## config.mk

```make
export PLATFORM = sky130hd
export DESIGN_NAME = spf_serial_port
export DESIGN_NICKNAME = d
export VERILOG_FILES = /design/src/rtl/spf_pkg.sv /design/src/rtl/spf_serial_port.sv
export SDC_FILE = /design/constraint.sdc
export NUM_CORES = 1
export LEC_CHECK = 0
export ABC_AREA = 0
export BUFFER_PORTS_ARGS = -buffer_cell sky130_fd_sc_hd__buf_2
export CAP_MARGIN = 15
export CELL_PAD_IN_SITES_DETAIL_PLACEMENT = 1
export CELL_PAD_IN_SITES_GLOBAL_PLACEMENT = 1
export CORE_MARGIN = 5
export CORE_UTILIZATION = 41
export CTS_CLUSTER_SIZE = 20
export DETAILED_ROUTE_END_ITERATION = 16
export GPL_TIMING_DRIVEN = 1
export PLACE_DENSITY = 0.83
export SYNTH_ARGS = -nofsm -noshare
export SYNTH_HDL_FRONTEND = slang
export SYNTH_SLANG_ARGS = --single-unit
```

## constraint.sdc

```tcl
create_clock -name sys_clk -period 6.8 [get_ports sys_clk]
set_input_delay 1.36 -clock sys_clk [delete_from_list [all_inputs] [get_ports sys_clk]]
set_output_delay 1.36 -clock sys_clk [all_outputs]
set_load 0.01 [all_outputs]
```

## src/rtl/spf_pkg.sv

```systemverilog
/*
  Shared types and constants of the serial port with data packing.
  Assumes one 100 MHz clock, synchronous inputs, configuration held stable.
*/
// Functional notes
// - bit rate set by a clock divisor, covering 110 to 460800 bit/s
// - parity none: no parity bit sent, none checked on receive
// - odd parity: ones across data and parity come to an odd count
// - even parity: ones across data and parity come to an even count
// - mark parity: parity slot always sent as 1
// - space parity: parity slot always sent as 0
// - five to eight data bits per character
// - one, one and a half or two stop bits; 1.5 lasts 150% bit time
// - both line ends must use the same stop bit count
// - software flow: send XOFF to pause the sender; stop sending on XOFF
// - software flow: send XON when ready again; resume sending on XON
// - hardware flow: send only while clear-to-send; signal own readiness
// - hardware flow selectable as RTS/CTS or DTR/DSR pair
// - line interface RS-232, RS-422, two-wire or four-wire RS-485
// - performance: throughput packing or latency forwarding per byte
// - up to four delimiter bytes per direction, any value
// - received data held until all delimiters match or another flush
// - packet forwarded when 4K bytes collected
// - serial-to-network flush timeout 0..65535 s, 0 disables
// - forced transmit interval or full 4K buffer sends queued data

package spf_pkg;
  localparam int unsigned CLK_HZ    = 100_000_000;
  localparam int unsigned BAUD_MIN  = 110;
  localparam int unsigned BAUD_MAX  = 460_800;
  localparam int unsigned DIV_MIN   = CLK_HZ / BAUD_MAX;
  localparam int unsigned DIV_MAX   = CLK_HZ / BAUD_MIN;
  localparam int          DIV_W     = 20;       // holds DIV_MAX
  localparam int unsigned BUF_BYTES = 4096;
  localparam int unsigned TMR_UNIT_S = 1;       // timeout unit, seconds
  localparam int unsigned SEC_CYC   = CLK_HZ * TMR_UNIT_S;
  localparam logic [7:0]  XON_CHAR  = 8'h11;
  localparam logic [7:0]  XOFF_CHAR = 8'h13;
  localparam logic        TXD_IDLE  = 1'b1;

  typedef enum logic [2:0] {
    PAR_NONE = 3'h0, PAR_ODD = 3'h1, PAR_EVEN = 3'h2,
    PAR_MARK = 3'h3, PAR_SPACE = 3'h4
  } spf_par_t;
  typedef enum logic [1:0] {STOP_1 = 2'h0, STOP_1P5 = 2'h1, STOP_2 = 2'h2} spf_stop_t;
  typedef enum logic [1:0] {
    FLOW_NONE = 2'h0, FLOW_XON = 2'h1, FLOW_RTS = 2'h2, FLOW_DTR = 2'h3
  } spf_flow_t;
  typedef enum logic [1:0] {
    IFC_232 = 2'h0, IFC_422 = 2'h1, IFC_485_2W = 2'h2, IFC_485_4W = 2'h3
  } spf_ifc_t;
  typedef enum logic [4:0] {
    TX_IDLE = 5'h01, TX_START = 5'h02, TX_DATA = 5'h04, TX_PAR = 5'h08, TX_STOP = 5'h10
  } spf_tx_t;
  typedef enum logic [4:0] {
    RX_IDLE = 5'h01, RX_START = 5'h02, RX_DATA = 5'h04, RX_PAR = 5'h08, RX_STOP = 5'h10
  } spf_rx_t;

  typedef struct packed {
    logic [DIV_W-1:0] baud_div;   // clock cycles per bit
    spf_par_t         par;
    logic [1:0]       data_bits;  // 0..3 for 5..8 bits
    spf_stop_t        stop;
    spf_flow_t        flow;
    spf_ifc_t         ifc;
    logic             perf_lat;   // 1: latency, 0: throughput
  } spf_cfg_t;
  typedef struct packed {
    logic [3:0][7:0] val;
    logic [2:0]      cnt;         // 0..4 delimiters in use
  } spf_dlm_t;
  typedef struct packed {
    spf_dlm_t    s2n;
    spf_dlm_t    n2s;
    logic [15:0] flush_sec;
    logic [15:0] force_sec;
  } spf_pack_t;
  typedef struct packed {
    logic       last;
    logic [7:0] data;
  } spf_ent_t;
  typedef struct packed {
    logic parity_err;
    logic frame_err;
    logic overrun;
    logic paused;
  } spf_stat_t;
endpackage : spf_pkg

```

## src/rtl/spf_serial_port.sv

```systemverilog
/*
  Serial port framer with per-direction delimiter packing.
  Assumes synchronous rxd and flow inputs, configuration changed only when idle.
*/
`timescale 1ns/10ps
`default_nettype none

module spf_serial_port
  import spf_pkg::*;
#(
  parameter int unsigned SEC_CYCLES = SEC_CYC,
  parameter int unsigned PACK_BYTES = BUF_BYTES
) (
  // clock and reset
  input  wire logic       sys_clk,
  input  wire logic       sys_rst,
  // configuration
  input  wire spf_cfg_t   cfg,
  input  wire spf_pack_t  pack,
  // serial line
  input  wire logic       rxd,
  output logic            txd,
  output logic            drv_en,
  output logic            rcv_en_n,
  output logic            rts_out,
  output logic            dtr_out,
  input  wire logic       cts_in,
  input  wire logic       dsr_in,
  // serial to network stream
  output logic            s2n_valid,
  input  wire logic       s2n_ready,
  output spf_ent_t        s2n_ent,
  // network to serial stream
  input  wire logic       n2s_valid,
  output logic            n2s_ready,
  input  wire logic [7:0] n2s_data,
  output logic            n2s_flush,
  // status
  output spf_stat_t       stat
);
  localparam int SC_W  = $clog2(SEC_CYCLES + 1);
  localparam int CNT_W = $clog2(PACK_BYTES + 1);

  typedef struct packed {
    spf_tx_t          tx_st;
    logic [DIV_W:0]   tx_cnt;
    logic [2:0]       tx_bit;
    logic [7:0]       tx_sh;
    logic [7:0]       tx_chr;
    logic             tx_line;
    spf_rx_t          rx_st;
    logic [DIV_W:0]   rx_cnt;
    logic [2:0]       rx_bit;
    logic [7:0]       rx_sh;
    logic             rx_pbit;
    logic             xoff_sent;
    logic             fc_req;
    logic [7:0]       fc_chr;
    logic             hold_v;
    logic             hold_last;
    logic [7:0]       hold_d;
    logic [1:0]       s2n_pos;
    logic [CNT_W-1:0] s2n_cnt;
    logic [SC_W-1:0]  fl_cyc;
    logic [15:0]      fl_sec;
    spf_ent_t [1:0]   mem;
    logic             wr;
    logic             rd;
    logic [1:0]       b_n;
    logic [1:0]       n2s_pos;
    logic [CNT_W-1:0] n2s_cnt;
    logic [SC_W-1:0]  fo_cyc;
    logic [15:0]      fo_sec;
    logic             flush;
    spf_stat_t        stat;
  } spf_state_t;

  spf_state_t       r;
  spf_state_t       n;
  logic [DIV_W:0]   div1;
  logic [DIV_W:0]   stop_len;
  logic [2:0]       nb_last;
  logic [7:0]       dmask;
  logic             tx_ok;
  logic             rx_mute;
  logic             busy;
  logic             pop;

  // parity of the masked data for the chosen mode
  function automatic logic par_bit(spf_par_t p, logic [7:0] d, logic [7:0] m);
    logic [7:0] x;
    x = d & m;
    case (p)
      PAR_ODD:  par_bit = ~^x;
      PAR_EVEN: par_bit = ^x;
      PAR_MARK: par_bit = 1'b1;
      default:  par_bit = 1'b0;
    endcase
  endfunction : par_bit

  // delimiter chain step: {hit, next position}; no delimiters ends each byte
  function automatic logic [2:0] dl_step(spf_dlm_t d, logic [1:0] pos, logic [7:0] b);
    logic [2:0] nx;
    nx = {1'b0, pos} + 3'h1;
    dl_step = 3'h0;
    if (b == d.val[pos]) begin
      dl_step = (nx == d.cnt) ? 3'h4 : {1'b0, nx[1:0]};
    end else if (b == d.val[0]) begin
      dl_step = (d.cnt == 3'h1) ? 3'h4 : 3'h1;
    end
    if (d.cnt == 3'h0) begin
      dl_step = 3'h4;
    end
  endfunction : dl_step

  // seconds timer step: {expired, seconds, cycles}; a zero limit disables
  function automatic logic [SC_W+16:0] tmr_step(logic [SC_W-1:0] c, logic [15:0] s,
                                                logic [15:0] lim, logic restart);
    logic [SC_W-1:0] cn;
    logic [15:0]     sn;
    logic            ex;
    cn = c + 1'b1;
    sn = s;
    ex = 1'b0;
    if (restart || lim == 16'h0000) begin
      cn = '0;
      sn = '0;
    end else if (c == SC_W'(SEC_CYCLES - 1)) begin
      cn = '0;
      sn = s + 16'h0001;
      if (sn == lim) begin
        ex = 1'b1;
        sn = '0;
      end
    end
    tmr_step = {ex, sn, cn};
  endfunction : tmr_step

  // character timing derived from configuration
  assign div1     = {1'b0, cfg.baud_div};
  assign nb_last  = {1'b0, cfg.data_bits} + 3'h4;
  assign dmask    = 8'hFF >> (2'h3 - cfg.data_bits);
  always_comb begin
    case (cfg.stop)
      STOP_1:   stop_len = div1;
      STOP_1P5: stop_len = div1 + {2'b00, cfg.baud_div[DIV_W-1:1]};
      default:  stop_len = {cfg.baud_div, 1'b0};
    endcase
  end

  // flow gating: the sender is held by the far end's XOFF or clear signal
  always_comb begin
    case (cfg.flow)
      FLOW_XON: tx_ok = !r.stat.paused;
      FLOW_RTS: tx_ok = cts_in;
      FLOW_DTR: tx_ok = dsr_in;
      default:  tx_ok = 1'b1;
    endcase
  end

  // any byte in the two-entry buffer asks the far end to pause; leaves slack for bytes in flight
  assign busy      = r.b_n != 2'h0;
  assign rts_out   = (cfg.flow == FLOW_RTS) ? !busy : 1'b1;
  assign dtr_out   = (cfg.flow == FLOW_DTR) ? !busy : 1'b1;
  assign n2s_ready = r.tx_st == TX_IDLE && !r.fc_req && tx_ok;
  assign s2n_valid = r.b_n != 2'h0;
  assign pop       = s2n_valid && s2n_ready;
  assign s2n_ent   = r.mem[r.rd];
  assign txd       = r.tx_line;
  assign n2s_flush = r.flush;
  assign stat      = r.stat;

  // 485 drivers only while a character is on the wire; two-wire mutes own echo
  assign drv_en   = (cfg.ifc == IFC_232 || cfg.ifc == IFC_422) || r.tx_st != TX_IDLE;
  assign rcv_en_n = cfg.ifc == IFC_485_2W && r.tx_st != TX_IDLE;
  assign rx_mute  = rcv_en_n;

  // next state of the whole port
  always_comb begin
    logic             ld;
    logic [7:0]       chr;
    logic             got;
    logic             push;
    logic [2:0]       dl;
    logic             last;
    logic [SC_W+16:0] tm;
    spf_ent_t         ent;
    n = r;
    ld = 1'b0;
    chr = 8'h00;
    got = 1'b0;
    push = 1'b0;
    dl = 3'h0;
    last = 1'b0;
    tm = '0;
    ent = '0;
    n.stat.parity_err = 1'b0;
    n.stat.frame_err = 1'b0;
    n.stat.overrun = 1'b0;
    n.flush = 1'b0;

    // transmitter: flow characters go ahead of data
    if (r.tx_cnt != '0) begin
      n.tx_cnt = r.tx_cnt - 1'b1;
    end else begin
      case (r.tx_st)
        TX_IDLE: begin
          n.tx_line = TXD_IDLE;
          if (r.fc_req) begin
            ld = 1'b1;
            chr = r.fc_chr;
            n.fc_req = 1'b0;
          end else if (n2s_valid && n2s_ready) begin
            ld = 1'b1;
            chr = n2s_data;
          end
          if (ld) begin
            n.tx_st = TX_START;
            n.tx_cnt = div1 - 1'b1;
            n.tx_chr = chr;
            n.tx_sh = chr;
            n.tx_line = 1'b0;
          end
        end
        TX_START: begin
          n.tx_st = TX_DATA;
          n.tx_cnt = div1 - 1'b1;
          n.tx_bit = 3'h0;
          n.tx_line = r.tx_sh[0];
          n.tx_sh = r.tx_sh >> 1;
        end
        TX_DATA: begin
          if (r.tx_bit == nb_last) begin
            if (cfg.par == PAR_NONE) begin
              n.tx_st = TX_STOP;
              n.tx_cnt = stop_len - 1'b1;
              n.tx_line = 1'b1;
            end else begin
              n.tx_st = TX_PAR;
              n.tx_cnt = div1 - 1'b1;
              n.tx_line = par_bit(cfg.par, r.tx_chr, dmask);
            end
          end else begin
            n.tx_bit = r.tx_bit + 3'h1;
            n.tx_cnt = div1 - 1'b1;
            n.tx_line = r.tx_sh[0];
            n.tx_sh = r.tx_sh >> 1;
          end
        end
        TX_PAR: begin
          n.tx_st = TX_STOP;
          n.tx_cnt = stop_len - 1'b1;
          n.tx_line = 1'b1;
        end
        default: begin
          n.tx_st = TX_IDLE;
        end
      endcase
    end

    // receiver: samples mid-bit, checks only the first stop bit
    if (r.rx_cnt != '0) begin
      n.rx_cnt = r.rx_cnt - 1'b1;
    end else begin
      case (r.rx_st)
        RX_IDLE: begin
          if (!rxd && !rx_mute) begin
            n.rx_st = RX_START;
            n.rx_cnt = {1'b0, cfg.baud_div >> 1};
          end
        end
        RX_START: begin
          n.rx_st = rxd ? RX_IDLE : RX_DATA; // glitch is not a start
          n.rx_cnt = div1 - 1'b1;
          n.rx_bit = 3'h0;
        end
        RX_DATA: begin
          n.rx_sh = {rxd, r.rx_sh[7:1]};
          n.rx_cnt = div1 - 1'b1;
          n.rx_bit = r.rx_bit + 3'h1;
          if (r.rx_bit == nb_last) begin
            n.rx_st = (cfg.par == PAR_NONE) ? RX_STOP : RX_PAR;
          end
        end
        RX_PAR: begin
          n.rx_pbit = rxd;
          n.rx_st = RX_STOP;
          n.rx_cnt = div1 - 1'b1;
        end
        default: begin
          n.rx_st = RX_IDLE;
          chr = r.rx_sh >> (2'h3 - cfg.data_bits);
          if (!rxd) begin
            n.stat.frame_err = 1'b1;
          end else begin
            if (cfg.par != PAR_NONE && r.rx_pbit != par_bit(cfg.par, chr, dmask)) begin
              n.stat.parity_err = 1'b1;
            end
            if (cfg.flow == FLOW_XON && chr == XOFF_CHAR) begin
              n.stat.paused = 1'b1;
            end else if (cfg.flow == FLOW_XON && chr == XON_CHAR) begin
              n.stat.paused = 1'b0;
            end else begin
              got = 1'b1;
            end
          end
        end
      endcase
    end
    if (cfg.flow != FLOW_XON) begin
      n.stat.paused = 1'b0;
    end

    // own flow characters: XOFF once the buffer holds any byte, XON once drained
    if (cfg.flow != FLOW_XON) begin
      n.xoff_sent = 1'b0;
    end else if (!r.fc_req && busy && !r.xoff_sent) begin
      n.fc_req = 1'b1;
      n.fc_chr = XOFF_CHAR;
      n.xoff_sent = 1'b1;
    end else if (!r.fc_req && !busy && r.xoff_sent) begin
      n.fc_req = 1'b1;
      n.fc_chr = XON_CHAR;
      n.xoff_sent = 1'b0;
    end

    // packing: newest byte waits in hold until the next byte arrives or it is known to end a packet
    if (r.hold_v && (r.hold_last || got) && r.b_n != 2'h2) begin
      push = 1'b1;
      ent = '{last: r.hold_last, data: r.hold_d};
      n.hold_v = 1'b0;
    end
    if (got) begin
      dl = dl_step(pack.s2n, r.s2n_pos, chr);
      n.s2n_pos = dl[1:0];
      last = dl[2] || r.s2n_cnt == CNT_W'(PACK_BYTES - 1) || cfg.perf_lat;
      n.s2n_cnt = last ? '0 : r.s2n_cnt + 1'b1;
      if (n.hold_v) begin
        n.stat.overrun = 1'b1; // stalled buffer: byte lost
      end else begin
        n.hold_v = 1'b1;
        n.hold_last = last;
        n.hold_d = chr;
      end
    end
    tm = tmr_step(r.fl_cyc, r.fl_sec, pack.flush_sec, got || push);
    n.fl_cyc = tm[SC_W-1:0];
    n.fl_sec = tm[SC_W+15:SC_W];
    if (tm[SC_W+16] && n.hold_v) begin
      n.hold_last = 1'b1;
      n.s2n_cnt = '0;
      n.s2n_pos = 2'h0;
    end

    // two-entry buffer toward the network
    if (push) begin
      n.mem[r.wr] = ent;
      n.wr = ~r.wr;
    end
    if (pop) begin
      n.rd = ~r.rd;
    end
    n.b_n = r.b_n + {1'b0, push} - {1'b0, pop};

    // network-to-serial packing: ask upstream to send on any flush cause
    tm = tmr_step(r.fo_cyc, r.fo_sec, pack.force_sec, n2s_valid && n2s_ready);
    n.fo_cyc = tm[SC_W-1:0];
    n.fo_sec = tm[SC_W+15:SC_W];
    n.flush = tm[SC_W+16];
    if (n2s_valid && n2s_ready) begin
      dl = dl_step(pack.n2s, r.n2s_pos, n2s_data);
      n.n2s_pos = dl[1:0];
      last = dl[2] || r.n2s_cnt == CNT_W'(PACK_BYTES - 1);
      n.n2s_cnt = last ? '0 : r.n2s_cnt + 1'b1;
      n.flush = last;
    end
  end

  // state register
  always_ff @(posedge sys_clk) begin
    if (sys_rst) begin
      r <= '0;
      r.tx_st <= TX_IDLE;
      r.rx_st <= RX_IDLE;
      r.tx_line <= TXD_IDLE;
    end else begin
      r <= n;
    end
  end
endmodule : spf_serial_port

`default_nettype wire

```

==> reports/qor.txt <==
Count of flip-flops with a built-in enable after synthesis: 0
Worst hold slack: 0.451 ns
Pre-CTS WS: 1.51 ns
CTS Buf Count: 26
Clock share of power: 31.8%
Synth area leaders: dfxtp_1, xnor2_1, nor2_1
Share of cells above drive strength 1: 13.8%
Pleak: 0.00691 uW
Syn. warnings: 0
Pint: 3080 uW
Final setup viols: 0
Setup crit end kind: register
Xor/xnor cell area share of the yosys netlist: 13.2%
Slew Viols, Final: 0
Routed WL: 52700 um
VDD IR max: 0.000194 V
Die area: 0.0436 mm2
Actual slew at the worst max-slew pin: 1.02 ns
Post-Syn Instances: 2046
Largest net degree at the start of global routing: 53
Num rows: 72
P per Cell Area: 262 mW/mm2
Clock buffer depth: 3
Sequential share of power: 34.6%
Fillers: 4805
Post-synthesis simple-gate area fraction: 25.9%
DR DRC count: 0
Crit Path Max Fanout: 7
GRT Overall Usage: 23.2%
Arr. time, crit path: 5.23 ns
Die Width: 209 um
Max-cap violations: 0
WL/cell: 19.5 um
Top FF cell, synth: dfxtp_1
Mapped Avg Cell Area: 7.92 um2
Setup_tns: 0 ns
Core outline area: 0.0389 mm2
Unique masters post-synth: 85
Compound-cell area share of the yosys netlist: 15.7%
Final period utilization: 70.6%
Initial antenna violation count: 2
First-pass GRT wire length: 86000 um
Status: complete, no violations
Largest family of logic cells by synthesized area: simple AND/OR/NAND/NOR gates
DR vias/cell: 5.78
Worst Path Required: 7.23 ns
Initial Util: 41.7%
IO Count: 170
Total power: 4820 uW
Grt total ovfl: 0
Mapped Area: 0.0162 mm2
GP Congestion: 0.888
1st-pass router iterations: 5
Setup ws final: 2.00 ns
Mux contribution to synthesized area: 6.72%
Area share of the largest cell type after synthesis: 29.8%
Net Sw Power: 1740 uW
H-tree Lvls: 1
Worst Path Class, Setup: in -> reg
Logic gate share of total power: 33.6%
CTS tree: done
Seq/Total Area, Yosys: 29.8%
Synthesized flop and latch total: 241
Ys async rst share: 0%
Hold buffers post-CTS: 0
Post_cts resized: 0
RSZ-0062 raised after global routing: no
Die Ht: 209 um
Post-CTS Setup Bufs: 0
Clk Latency, worst-skew pair: 0.53 ns
Crit path launch type: input port
Post-Synth Adder-Cell Area: 4.68%
Cell type with the highest aggregate area in the netlist: dfxtp_1
Drt initial violations: 793
Port bufs: 169
Final Skew: 0.00995 ns
P&R area growth vs syn: 13.5%
Clk sinks: 241
Total vias in the final route: 15700
Post-synth net total: 2255
FMAX: 208 MHz
Final hold vios: 0
Sw frac: 36.0%
Worst min-delay path category: reg -> reg
Final min period: 4.80 ns
Final ANT Viol Nets: 0
Vias in the first global route: 16300
Root buffer cell: clkbuf_16
Fin nets: 2377
Max_slew headroom: 31.7%
HPWL Detailed: 39900 um
CTS clock-pin slew for the worst setup and hold paths: 0.06 ns
-- flip-flops by register name (all words and copies together), names as in the netlist --
name / count
r: 235
stat: 4
txd: 1
n2s_flush: 1
-- stage by stage --
stage	utilization (%)	cell area, um2	cells
after global routing	47.3	18400	2707
after detailed placement	44.8	17400	2657
after global placement	44.8	17400	2657
after CTS	47.2	18400	2705
final	47.3	18400	2707
after floorplan	-	16200	2046
-- cells by family (layout without fill, tap and decap cells) --
logic type / count (synthesis) / after routing
multiplexers: 83 / 83
flip-flops: 241 / 241
other: 0 / 1
adder cells (fa/ha/maj): 60 / 60
buffers and inverters: 164 / 306
AO/OA/AOI/OAI: 388 / 388
XOR/XNOR: 244 / 244
AND/OR/NAND/NOR: 866 / 866
-- synth_stat cells (8+ instances only) --
cell      number
nand3_1      101
and3_1        28
xor2_1       101
a31oi_1        8
nor2b_1        8
nand4_1       44
a21oi_1      124
a21o_1        11
inv_1         72
clkbuf_1      81
nand2b_1      11
nor3b_1       11
mux2_2        12
mux2i_1       51
nand2_1      202
and2_1        16
nor4_1        36
nand3b_1      13
ha_1          59
a22oi_1       13
o22ai_1        9
or3_1         21
dfxtp_1      241
nor3_1        54
xnor2_1      143
and4_1         9
o31ai_1       18
a211oi_1      34
o211ai_1      15
or2_2         14
o21a_1        11
o21ai_0       74
nor2_1       262
mux4_2        19
-- routing by layer --
layer / vias to the layer above / GRT usage [%] / part of all wire [%]
met5: - / 0 / 0.013
met4: 2 / 6.28 / 2.7
met3: 100 / 2.86 / 4.1
met2: 335 / 40.4 / 49
met1: 7692 / 30.5 / 45
li1: 7523 / - / -
-- layout make-up --
type	count	area, um2	area share, %
clock inverter	12	176	0.959
multi-input combinational	1641	10700	58.4
clock buffer	36	758	4.12
antenna	1	2.50	0.0136
sequential	241	4820	26.2
tap	518	648	3.52
timing repair buffer	185	968	5.26
inverter	73	274	1.49
-- cell usage in the layout, fill, tap and decap left out, types with 7 or more instances in the layout --
| cell | count |
|---|---|
| nor2_1 | 262 |
| dfxtp_1 | 241 |
| nand2_1 | 202 |
| buf_2 | 168 |
| xnor2_1 | 143 |
| a21oi_1 | 124 |
| xor2_1 | 101 |
| nand3_1 | 100 |
| o21ai_0 | 74 |
| inv_1 | 72 |
| ha_1 | 59 |
| nor3_1 | 54 |
| mux2i_1 | 51 |
| nand4_1 | 44 |
| nor4_1 | 36 |
| a211oi_1 | 34 |
| and3_1 | 28 |
| clkbuf_16 | 26 |
| or3_1 | 21 |
| mux4_2 | 19 |
| o31ai_1 | 17 |
| buf_4 | 17 |
| and2_1 | 16 |
| o211ai_1 | 15 |
| or2_2 | 14 |
| nand3b_1 | 13 |
| a22oi_1 | 13 |
| mux2_2 | 12 |
| o21a_1 | 11 |
| nand2b_1 | 11 |
| nor3b_1 | 11 |
| a21o_1 | 11 |
| and4_1 | 9 |
| o22ai_1 | 9 |
| nor2b_1 | 8 |
| a31oi_1 | 8 |
| clkbuf_8 | 7 |
-- power groups by stage --
| stage | logic (uW) | clock network, uW | registers [uW] |
|---|---|---|---|
| 4_1_cts | 1600 | 1570 | 1670 |
| 3_3_place_gp | 1540 | 0 | 1690 |
| 6_report | 1620 | 1530 | 1670 |
| 5_1_grt | 1780 | 1630 | 1690 |
| 2_1_floorplan | 1170 | 0 | 1650 |
| 3_5_place_dp | 1590 | 0 | 1690 |
-- worst max-delay path: stages --
cell and delay (ns):
buf_2 0.15, ha_1 0.22, fa_1 0.40, a21oi_1 0.22
o21ai_0 0.24, a21oi_1 0.28, o2111a_1 0.23, o31ai_1 0.16
or4bb_1 0.60, nor4_1 0.74, nand4_1 0.21, xor2_1 0.19
o41ai_1 0.23
-- path summary, 6_finish.rpt --
path	cells past startpoint	start	end	slack, ns
max	13	cfg[13]	r[241]$_SDFFE_PP0P_	2.00
min	2	r[207]$_SDFFE_PP0P_	r[207]$_SDFFE_PP0P_	0.45
max reg2reg	10	r[184]$_SDFFE_PP0P_	r[140]$_SDFFE_PP0P_	2.12
min reg2reg	2	r[207]$_SDFFE_PP0P_	r[207]$_SDFFE_PP0P_	0.45
(Power assumes the default switching activity.)
